<file path="src/design/fieldbus_defines.svh">
// Constants for the fieldbus process-data monitor: telegram codes, lengths and timing.
// Assumes a 10 MHz reference clock; included by the package users by bare name.
`ifndef FIELDBUS_DEFINES_SVH
`define FIELDBUS_DEFINES_SVH

`define TEL_NONE        10'h000
`define TEL_BASIC       10'h001
`define TEL_EXTENDED    10'h014
`define TEL_SYSTEM      10'h160
`define TEL_FREE        10'h3e7

`define LEN_BASIC_RX    4'h2
`define LEN_BASIC_TX    4'h2
`define LEN_EXT_RX      4'h2
`define LEN_EXT_TX      4'h6
`define LEN_SYS_RX      4'h6
`define LEN_SYS_TX      4'h6
`define LEN_FREE        4'ha
`define MAX_WORDS       10

`define READY_BIT       9
`define CLK_PERIOD_NS   100
`define TICK_TIME_NS    1000000
`define TICK_CYCLES     (`TICK_TIME_NS / `CLK_PERIOD_NS)
`define FLASH_HALF_MS   16'h03e8

`endif

</file>
<file path="src/design/fieldbus_pkg.sv">
// Types shared by the fieldbus process-data monitor and its bench.
// Holds no constants; those live in the defines header.
package fieldbus_pkg;

   typedef struct packed {
      logic [3:0]  index;
      logic        last;
      logic [15:0] data;
   } telegram_word_type;

   typedef struct packed {
      logic [15:0] statusBits;
      logic [15:0] speedActualA;
      logic [15:0] speedActualFiltered;
      logic [15:0] armatureCurrentFiltered;
      logic [15:0] torqueActualFiltered;
      logic [15:0] powerActualFiltered;
      logic [15:0] processSignalWord;
      logic [15:0] alarmCode;
      logic [15:0] faultCode;
   } actual_values_type;

   // Send-word sources and receive-word destinations.
   typedef enum logic [3:0] {
      SRC_NONE, SRC_STATUS, SRC_SPEED, SRC_SPEED_FILT, SRC_CURRENT,
      SRC_TORQUE, SRC_POWER, SRC_PROCESS, SRC_ALARM, SRC_FAULT
   } tx_source_type;

   typedef enum logic [3:0] {
      DST_NONE, DST_CONTROL, DST_SPEED, DST_SYS3, DST_SYS4, DST_SYS5, DST_SYS6
   } rx_dest_type;

   typedef enum logic [1:0] {
      SEND_IDLE = 2'b01,
      SEND_BUSY = 2'b10
   } send_state_type;

endpackage

</file>
<file path="src/design/fieldbus_process_data_monitor.sv">
// Slave-side process-data handler: word mapping, status indicator and telegram-loss supervision.
// Assumes all inputs are synchronous to ref_clk and that the master polls send words with txRequest.
//
// Summary of operation
// - Indicator dark before any cyclic exchange.
// - Steady green while exchange fully runs.
// - Green flashes 0.5 Hz when exchange partial.
// - Steady red once running exchange interrupted.
// - Monitor timeout sets loss flag and alarm.
// - Further delay raises fault, default quick stop.
// - Fault reaction configurable to no stop.
// - Telegram select decides exchanged words.
// - Receive control/setpoints, send status/actuals.
// - Codes 1, 20, 352 load fixed mappings.
// - Code 999 keeps mapping, freely editable.
// - Telegram select resets to 999.
// - Leaving 999 applies and locks mapping.
// - Codes 20/352 leave some words assignable.
// - Returning to 999 keeps mapping, unlocks.
// - Extended select under 999 locks, allows appending.
// - Telegram lengths per code, up to ten.
// - Receive word 2 is 16-bit speed setpoint.
`timescale 1ns/1ps
`include "fieldbus_defines.svh"

module fieldbus_process_data_monitor
   import fieldbus_pkg::*;
#(
   parameter int TICK_CYCLES = `TICK_CYCLES
) (
   input  wire logic              ref_clk,
   input  wire logic              sys_rst,
   input  wire logic              rxValid,
   input  wire telegram_word_type rxWord,
   input  wire actual_values_type actualValues,
   input  wire logic              selWrite,
   input  wire logic              selExtended,
   input  wire logic [9:0]        selValue,
   input  wire logic              cfgWrite,
   input  wire logic              cfgRxSide,
   input  wire logic [3:0]        cfgIndex,
   input  wire logic [3:0]        cfgCode,
   input  wire logic [15:0]       lossMonitorTime,
   input  wire logic [15:0]       lossFaultDelay,
   input  wire logic              quickStopEnable,
   input  wire logic              faultAck,
   input  wire logic              txRequest,
   input  wire logic              txReady,
   output logic                   txValid,
   output telegram_word_type      txWord,
   output logic [15:0]            controlWordOne,
   output logic [15:0]            speedSetpointA,
   output logic [3:0][15:0]       systemSetpoint,
   output logic [9:0]             telegramSelect,
   output logic [9:0]             telegramSelectExtended,
   output logic                   telegramLossFlag,
   output logic                   telegramLossAlarm,
   output logic                   telegramLossFault,
   output logic                   quickStopReaction,
   output logic                   statusLedGreen,
   output logic                   statusLedRed
);

   function automatic logic [3:0] rxLen(input logic [9:0] code);
      case (code)
         `TEL_BASIC:    rxLen = `LEN_BASIC_RX;
         `TEL_EXTENDED: rxLen = `LEN_EXT_RX;
         `TEL_SYSTEM:   rxLen = `LEN_SYS_RX;
         `TEL_FREE:     rxLen = `LEN_FREE;
         default:       rxLen = 4'h0;
      endcase
   endfunction

   function automatic logic [3:0] txLen(input logic [9:0] code);
      case (code)
         `TEL_BASIC:    txLen = `LEN_BASIC_TX;
         `TEL_EXTENDED: txLen = `LEN_EXT_TX;
         `TEL_SYSTEM:   txLen = `LEN_SYS_TX;
         `TEL_FREE:     txLen = `LEN_FREE;
         default:       txLen = 4'h0;
      endcase
   endfunction

   function automatic tx_source_type defaultTx(input logic [9:0] code, input int idx);
      defaultTx = SRC_NONE;
      if (idx == 0) begin
         defaultTx = SRC_STATUS;
      end else if (code == `TEL_BASIC) begin
         if (idx == 1) defaultTx = SRC_SPEED;
      end else if (code == `TEL_EXTENDED) begin
         case (idx)
            1:       defaultTx = SRC_SPEED_FILT;
            2:       defaultTx = SRC_CURRENT;
            3:       defaultTx = SRC_TORQUE;
            4:       defaultTx = SRC_POWER;
            5:       defaultTx = SRC_PROCESS;
            default: defaultTx = SRC_NONE;
         endcase
      end else if (code == `TEL_SYSTEM) begin
         case (idx)
            1:       defaultTx = SRC_SPEED_FILT;
            2:       defaultTx = SRC_CURRENT;
            3:       defaultTx = SRC_TORQUE;
            4:       defaultTx = SRC_ALARM;
            5:       defaultTx = SRC_FAULT;
            default: defaultTx = SRC_NONE;
         endcase
      end
   endfunction

   function automatic rx_dest_type defaultRx(input logic [9:0] code, input int idx);
      defaultRx = DST_NONE;
      if (idx == 0) begin
         defaultRx = DST_CONTROL;
      end else if (idx == 1) begin
         defaultRx = DST_SPEED;
      end else if (code == `TEL_SYSTEM && idx < 6) begin
         defaultRx = rx_dest_type'(4'(DST_SYS3) + 4'(idx - 2));
      end
   endfunction

   // Telegram in force: the main select, or the extended one under the free telegram.
   logic [9:0]          effCode;
   logic [9:0]          prevEff;
   logic                loadMap;
   logic [`MAX_WORDS-1:0] txLock;
   logic [`MAX_WORDS-1:0] rxLock;
   tx_source_type       txMap [`MAX_WORDS];
   rx_dest_type         rxMap [`MAX_WORDS];
   logic                isFree;
   logic                openSpare;

   assign isFree    = telegramSelect == `TEL_FREE;
   assign effCode   = isFree ? telegramSelectExtended : telegramSelect;
   assign openSpare = effCode == `TEL_EXTENDED || effCode == `TEL_SYSTEM;
   assign loadMap   = effCode != prevEff && rxLen(effCode) != 4'h0 && effCode != `TEL_FREE;

   always_comb begin
      for (int i = 0; i < `MAX_WORDS; i++) begin
         txLock[i] = 4'(i) < txLen(effCode) && effCode != `TEL_FREE && !(openSpare && i == 5);
         rxLock[i] = 4'(i) < rxLen(effCode) && effCode != `TEL_FREE && !(openSpare && i >= 2 && i <= 5);
      end
   end

   always_ff @(posedge ref_clk) begin
      if (sys_rst) begin
         telegramSelect         <= `TEL_FREE;
         telegramSelectExtended <= `TEL_NONE;
         prevEff                <= `TEL_NONE;
      end else begin
         prevEff <= effCode;
         if (selWrite && !selExtended) telegramSelect <= selValue;
         if (selWrite && selExtended) telegramSelectExtended <= selValue;
      end
   end

   // Mapping table: fixed codes overwrite their words, the rest is kept (appendable).
   always_ff @(posedge ref_clk) begin
      if (sys_rst) begin
         for (int i = 0; i < `MAX_WORDS; i++) begin
            txMap[i] <= defaultTx(`TEL_BASIC, i);
            rxMap[i] <= defaultRx(`TEL_BASIC, i);
         end
      end else if (loadMap) begin
         for (int i = 0; i < `MAX_WORDS; i++) begin
            if (4'(i) < txLen(effCode)) txMap[i] <= defaultTx(effCode, i);
            if (4'(i) < rxLen(effCode)) rxMap[i] <= defaultRx(effCode, i);
         end
      end else if (cfgWrite && cfgIndex < `LEN_FREE) begin
         if (cfgRxSide && !rxLock[cfgIndex]) rxMap[cfgIndex] <= rx_dest_type'(cfgCode);
         if (!cfgRxSide && !txLock[cfgIndex]) txMap[cfgIndex] <= tx_source_type'(cfgCode);
      end
   end

   // Receive side: words are staged and applied when a telegram closes within its expected length, short ones included.
   logic [15:0] stage [`MAX_WORDS];
   logic [3:0]  rxCount;
   logic [3:0]  expRx;
   logic [3:0]  gotCount;
   logic        frameOk;
   logic        frameFull;

   assign expRx     = rxLen(telegramSelect);
   assign gotCount  = rxCount + 4'h1;
   assign frameOk   = rxValid && rxWord.last && expRx != 4'h0 && gotCount <= expRx;
   assign frameFull = isFree ? gotCount >= 4'h2 : gotCount == expRx;

   always_ff @(posedge ref_clk) begin
      if (sys_rst) begin
         rxCount <= 4'h0;
      end else if (rxValid) begin
         rxCount <= rxWord.last ? 4'h0 : (rxCount == `LEN_FREE ? rxCount : gotCount);
      end
   end

   always_ff @(posedge ref_clk) begin
      if (rxValid && rxWord.index < `LEN_FREE) begin
         stage[rxWord.index] <= rxWord.data;
      end
   end

   // The closing word bypasses the stage, which only takes it at the same edge.
   logic [15:0] frameData [`MAX_WORDS];

   always_comb begin
      for (int i = 0; i < `MAX_WORDS; i++) begin
         frameData[i] = (4'(i) == rxWord.index) ? rxWord.data : stage[i];
      end
   end

   always_ff @(posedge ref_clk) begin
      if (sys_rst) begin
         controlWordOne <= 16'h0000;
         speedSetpointA <= 16'h0000;
         systemSetpoint <= '0;
      end else if (frameOk) begin
         for (int i = 0; i < `MAX_WORDS; i++) begin
            if (4'(i) < gotCount) begin
               case (rxMap[i])
                  DST_CONTROL: controlWordOne <= frameData[i];
                  DST_SPEED:   speedSetpointA <= frameData[i];
                  DST_SYS3:    systemSetpoint[0] <= frameData[i];
                  DST_SYS4:    systemSetpoint[1] <= frameData[i];
                  DST_SYS5:    systemSetpoint[2] <= frameData[i];
                  DST_SYS6:    systemSetpoint[3] <= frameData[i];
                  default:     ;
               endcase
            end
         end
      end
   end

   // Prescaled millisecond tick shared by the flash and both supervision timers.
   logic [13:0] preCnt;
   logic        tick;

   always_ff @(posedge ref_clk) begin
      if (sys_rst) begin
         preCnt <= 14'h0000;
         tick   <= 1'b0;
      end else begin
         tick   <= preCnt == 14'(TICK_CYCLES - 1);
         preCnt <= preCnt == 14'(TICK_CYCLES - 1) ? 14'h0000 : preCnt + 14'h0001;
      end
   end

   logic        exchanged;
   logic        lastFull;
   logic [15:0] monCnt;
   logic [15:0] delayCnt;
   logic        ackHold;
   logic        faultSet;

   assign faultSet = telegramLossFlag && tick && delayCnt >= lossFaultDelay && !ackHold;

   always_ff @(posedge ref_clk) begin
      if (sys_rst) begin
         exchanged <= 1'b0;
         lastFull  <= 1'b0;
      end else if (frameOk) begin
         exchanged <= 1'b1;
         lastFull  <= frameFull;
      end
   end

   // A zero monitoring time switches supervision off.
   always_ff @(posedge ref_clk) begin
      if (sys_rst) begin
         monCnt           <= 16'h0000;
         delayCnt         <= 16'h0000;
         telegramLossFlag <= 1'b0;
      end else if (frameOk) begin
         monCnt           <= 16'h0000;
         delayCnt         <= 16'h0000;
         telegramLossFlag <= 1'b0;
      end else if (tick && exchanged && lossMonitorTime != 16'h0000) begin
         if (!telegramLossFlag) begin
            monCnt <= monCnt + 16'h0001;
            if (monCnt + 16'h0001 >= lossMonitorTime) telegramLossFlag <= 1'b1;
         end else if (delayCnt != 16'hffff) begin
            delayCnt <= delayCnt + 16'h0001;
         end
      end
   end

   // A set in the same cycle as an acknowledge wins; the fault then needs a second acknowledge.
   always_ff @(posedge ref_clk) begin
      if (sys_rst) begin
         telegramLossFault <= 1'b0;
         ackHold           <= 1'b0;
      end else begin
         if (faultSet) telegramLossFault <= 1'b1;
         else if (faultAck) telegramLossFault <= 1'b0;
         if (frameOk) ackHold <= 1'b0;
         else if (faultAck) ackHold <= 1'b1;
      end
   end

   always_ff @(posedge ref_clk) begin
      if (sys_rst) begin
         telegramLossAlarm <= 1'b0;
         quickStopReaction <= 1'b0;
      end else begin
         telegramLossAlarm <= telegramLossFlag;
         quickStopReaction <= telegramLossFault && quickStopEnable;
      end
   end

   logic [15:0] flashCnt;
   logic        flashPhase;

   always_ff @(posedge ref_clk) begin
      if (sys_rst) begin
         flashCnt   <= 16'h0000;
         flashPhase <= 1'b0;
      end else if (tick) begin
         flashCnt <= flashCnt + 16'h0001;
         if (flashCnt + 16'h0001 >= `FLASH_HALF_MS) begin
            flashCnt   <= 16'h0000;
            flashPhase <= !flashPhase;
         end
      end
   end

   always_ff @(posedge ref_clk) begin
      if (sys_rst || !exchanged) begin
         statusLedGreen <= 1'b0;
         statusLedRed   <= 1'b0;
      end else if (telegramLossFlag) begin
         statusLedGreen <= 1'b0;
         statusLedRed   <= 1'b1;
      end else begin
         statusLedGreen <= lastFull ? 1'b1 : flashPhase;
         statusLedRed   <= 1'b0;
      end
   end

   // Send side: a word generator feeds a two-entry buffer so master stalls lose nothing.
   send_state_type    sendState;
   logic [3:0]        sendIdx;
   logic [3:0]        sendLen;
   logic              headValid;
   logic              tailValid;
   telegram_word_type tail;
   telegram_word_type genWord;
   logic              push;
   logic              pop;
   logic [15:0]       statusWord;

   // Ready for master control only while the bus runs and no loss is pending.
   always_comb begin
      statusWord = actualValues.statusBits;
      statusWord[`READY_BIT] = exchanged && !telegramLossFlag && !telegramLossFault;
   end

   always_comb begin
      genWord.index = sendIdx;
      genWord.last  = sendIdx + 4'h1 == sendLen;
      case (txMap[sendIdx])
         SRC_STATUS:     genWord.data = statusWord;
         SRC_SPEED:      genWord.data = actualValues.speedActualA;
         SRC_SPEED_FILT: genWord.data = actualValues.speedActualFiltered;
         SRC_CURRENT:    genWord.data = actualValues.armatureCurrentFiltered;
         SRC_TORQUE:     genWord.data = actualValues.torqueActualFiltered;
         SRC_POWER:      genWord.data = actualValues.powerActualFiltered;
         SRC_PROCESS:    genWord.data = actualValues.processSignalWord;
         SRC_ALARM:      genWord.data = actualValues.alarmCode;
         SRC_FAULT:      genWord.data = actualValues.faultCode;
         default:        genWord.data = 16'h0000;
      endcase
   end

   assign push = sendState == SEND_BUSY && !tailValid;
   assign pop  = headValid && txReady;

   always_ff @(posedge ref_clk) begin
      if (sys_rst) begin
         sendState <= SEND_IDLE;
         sendIdx   <= 4'h0;
         sendLen   <= 4'h0;
      end else begin
         case (sendState)
            SEND_IDLE: begin
               if (txRequest && txLen(telegramSelect) != 4'h0) begin
                  sendLen   <= txLen(telegramSelect);
                  sendIdx   <= 4'h0;
                  sendState <= SEND_BUSY;
               end
            end
            SEND_BUSY: begin
               if (push) begin
                  sendIdx <= sendIdx + 4'h1;
                  if (genWord.last) sendState <= SEND_IDLE;
               end
            end
            default: sendState <= SEND_IDLE;
         endcase
      end
   end

   always_ff @(posedge ref_clk) begin
      if (sys_rst) begin
         headValid <= 1'b0;
         tailValid <= 1'b0;
         txWord    <= '0;
         tail      <= '0;
      end else if (pop && tailValid) begin
         txWord    <= tail;
         tailValid <= 1'b0;
      end else if (pop && push) begin
         txWord <= genWord;
      end else if (pop) begin
         headValid <= 1'b0;
      end else if (push && !headValid) begin
         txWord    <= genWord;
         headValid <= 1'b1;
      end else if (push) begin
         tail      <= genWord;
         tailValid <= 1'b1;
      end
   end

   assign txValid = headValid;
endmodule

</file>
<file path="config.mk">
export PLATFORM = sky130hd
export DESIGN_NAME = fieldbus_process_data_monitor
export DESIGN_NICKNAME = d
export VERILOG_FILES = /design/src/design/fieldbus_pkg.sv /design/src/design/fieldbus_process_data_monitor.sv
export VERILOG_INCLUDE_DIRS = /design/src /design/src/design
export SDC_FILE = /design/constraint.sdc
export NUM_CORES = 2
export LEC_CHECK = 0
export ABC_AREA = 0
export CORE_ASPECT_RATIO = 1.1
export CORE_MARGIN = 2
export CORE_UTILIZATION = 37
export DETAILED_ROUTE_END_ITERATION = 8
export DONT_BUFFER_PORTS = 1
export PLACE_DENSITY_LB_ADDON = 0.3
export SLEW_MARGIN = 15
export SYNTH_ARGS = -nofsm -noshare
export SYNTH_HDL_FRONTEND = slang
export SYNTH_SLANG_ARGS = --single-unit
</file>
<file path="constraint.sdc">
create_clock -name ref_clk -period 3.4 [get_ports ref_clk]
set_input_delay 0.17 -clock ref_clk [delete_from_list [all_inputs] [get_ports ref_clk]]
set_output_delay 0.17 -clock ref_clk [all_outputs]
set_load 0.01 [all_outputs]
</file>
==> flow_summary.yaml <==
floorplan:
  fp.dieArea_mm2: 0.0927
  start_util: 0.373
  core_mm2: 0.0895
  dieHeight_um: 319
  rows: 115
  num_io_pins: 370
  die_w_um: 290
synthesis:
  synth_cell_type_count: 98
  synth-compound-area-share: 0.226
  async_flop_share: 0
  synth_fa_ha_area_frac: 0.0169
  synth-simple-area-share: 0.162
  ys.flop_type: "edfxtp_1"
  syn_avg_cell_area_um2: 9.04
  synth-seq-cells: 524
  synth-edff-count: 264
  ys_warn_count: 0
  synthMuxAreaShare: 0.137
  synth_top_family_by_area: "compound AO/OA/AOI/OAI gates"
  synth-xor-area-share: 0.0189
  seq_area_frac_synth: 0.393
  synthesis.area_mm2: 0.0334
  syn_inst: 3697
placement:
  placed_area_mm2: 0.0368
  port_buffers: 0
  dp_hpwl_mm: 107
  gp_congestion: 1.00
job:
  cap_violations: 0
setup_path:
  worstSetupStartpointType: "register"
  cp.arrival_ps: 3910
  critPathCaptureType: "register"
  required_ps: 3940
  crit_type: "register to register"
  crit_fanout: 16
timing:
  hold_violations: 0
  slew_headroom: 0.252
  timing.final.crit_share: 0.991
  worstMarginPinSlew_ps: 1090
  slew_violations: 0
  whs_ps: 2.25
  fmax_ghz: 0.297
  setup_violations: 0
  clock_skew_ps: 31.2
  period_needed_ps: 3370
drt:
  routed_wl_mm: 146
  post_drt_via_cell_ratio: 6.25
  vias: 32800
  drt_iter0_drc: 4547
  drc: 10
  wl_per_cell_um: 27.8
  drt_first_pass_iters: 9
  drtAntennaViolNets: 0
cts:
  cts_sinks: 524
  cts_tree: "built"
  cts-htree-levels: 2
  clkSlewWorstSetupHoldPaths_ps: 60
  cts.root.buffer_cell: "clkbuf_16"
  numCtsBuffers: 61
  clk_path_buf_depth: 3
  clkLatencyLatePin_ps: 680
global_routing:
  antenna_found_initial: 12
  overflow: 0
  grt_usage: 0.299
  grt_pass1_wl_mm: 209
  grt_max_degree: 148
  grt_pass1_vias: 30600
cells_and_area:
  fillers: 8385
  syn2layout_area_growth_pct: 22.2
  drive_gt1_frac: 0.171
  finalNetCount: 4278
  final_area_mm2: 0.0408
  post-route-util: 0.456
pwr:
  power.density_mw_per_mm2: 375
  peakVddDrop_mv: 0.436
  p_leak_nw: 14.4
hold_path:
  min-delay-path-class: "primary input to register"
status:
  status: "finished, violations left"
  violations: "DRC"
sequential cells by signal (all words and copies together) (netlist names), 2 cells and up, named ones only:
register,flops
speedSetpointA,16
sendLen,3
preCnt,14
monCnt,16
flashCnt,16
telegramSelectExtended,10
txWord,21
stage,160
delayCnt,16
prevEff,10
tail,21
rxCount,4
controlWordOne,16
telegramSelect,10
sendState,2
systemSetpoint,64
txMap,64
sendIdx,4
rxMap,40
Yosys cell counts (29+ instances only):
master	instances	area (um2)
a211oi_1	67	503
a21oi_1	201	1010
a222oi_1	52	521
a22oi_1	62	465
a311oi_1	29	254
a31oi_1	52	325
and3_1	40	250
buf_2	41	205
clkbuf_1	222	833
dfxtp_1	260	5200
edfxtp_1	264	7930
ha_1	45	563
inv_1	93	349
mux2_2	120	1350
mux2i_1	281	2810
nand2_1	326	1220
nand2b_1	56	350
nand3_1	85	425
nor2_1	316	1190
nor2b_1	32	200
nor3_1	75	375
o211ai_1	64	480
o21ai_0	263	1320
o22ai_1	129	807
o31ai_1	34	255
or3_1	35	219
xnor2_1	32	280
xor2_1	40	350
layout by cell type (no fill, tap or decap), types with 19 or more instances in the layout:
cell           synthesis  routed
clkbuf_16              0      65
a221oi_1              24      24
ha_1                  45      44
nor2_1               316     314
nand3_1               85      83
edfxtp_1             264     264
a22oi_1               62      62
conb_1                 1      24
nand2_1              326     325
and2_1                20      19
a21oi_1              201     200
inv_1                 93      93
o22ai_1              129     129
buf_4                  3     318
or3_1                 35      34
xnor2_1               32      32
buf_12                 1      23
xor2_1                40      40
o31ai_1               34      34
nor3_1                75      62
a211oi_1              67      66
o21ai_0              263     262
o211ai_1              64      64
a311oi_1              29      29
nor2b_1               32      32
dfxtp_1              260     256
dlygate4sd3_1          0     168
a31o_2                23      23
mux2i_1              281     281
a31oi_1               52      51
a222oi_1              52      52
and3_1                40      39
mux2_2               120     120
nand2b_1              56      56
a21o_1                25      25
logic make-up (layout without fill, tap and decap cells):
family	after synthesis	in the layout
flip-flops	524	524
AND/OR/NAND/NOR	1111	1111
other	1	34
AO/OA/AOI/OAI	1140	1140
XOR/XNOR	72	72
multiplexers	419	419
adder cells (fa/ha/maj)	45	45
buffers and inverters	385	724
worst max-delay path, stage by stage, from the launching register on:
cell	delay, ps
dfxtp_1	360
buf_12	190
mux4_1	580
mux4_2	490
buf_4	220
nor2_1	160
and3b_1	250
buf_6	190
a222oi_1	120
and2_2	290
a311oi_1	370
metrics by stage:
| step | instances | worst slack (ps) | TNS (ps) | power, mW |
|---|---|---|---|---|
| 6_report | 5239 | 31.8 | 0 | 15.3 |
| 5_1_grt | 5236 | -39.4 | -102 | 15.7 |
| 4_1_cts | 5221 | 81.1 | 0 | 15.3 |
| 3_5_place_dp | 4937 | 95.0 | 0 | 8.23 |
| 3_3_place_gp | 4937 | 129 | 0 | 8.22 |
| 2_1_floorplan | 3720 | 87.3 | 0 | 7.74 |
power breakdown:
part	switching (mW)	internal, mW	leakage [nW]
Clock	2.93	3.95	1.01
Sequential	0.135	6.77	4.60
Combinational	0.921	0.618	8.76
Total	3.98	11.3	14.4
repair_timing:
action | 4_1_cts | 5_1_grt
setup buffers | 0 | 6
hold endpoints to repair | 473 | 0
resized for setup | 0 | 29
endpoints found under the setup margin | 0 | 144
hold buffers | 169 | 0
final timing paths:
| kind | start | end | slack, ps | cells after the start |
|---|---|---|---|---|
| max | register | txWord[14] | 30 | 10 |
| min | cfgCode[2] | rxMap[7][2] | 2 | 2 |
| max reg2reg | register | txWord[14] | 30 | 10 |
| min reg2reg | preCnt[0] | preCnt[0] | 450 | 1 |
layer usage:
layer	vias up	part of all wire	track usage
li1	14700	-	-
met1	15600	0.39	0.382
met2	2128	0.44	0.468
met3	379	0.13	0.0985
met4	0	0.046	0.120
met5	-	0	0
layout make-up:
type / count / area, um2 / area share
Clock inverter: 37 / 397 / 0.00972
Clock buffer: 78 / 1670 / 0.0410
Timing Repair Buffer: 514 / 4650 / 0.114
Multi-Input combinational cell: 2811 / 19100 / 0.468
Tap cell: 1170 / 1460 / 0.0359
Sequential cell: 524 / 13100 / 0.322
Antenna cell: 10 / 25.0 / 0.000613
Inverter: 95 / 357 / 0.00874
No activity file was read; power rests on OpenSTA's default activity.
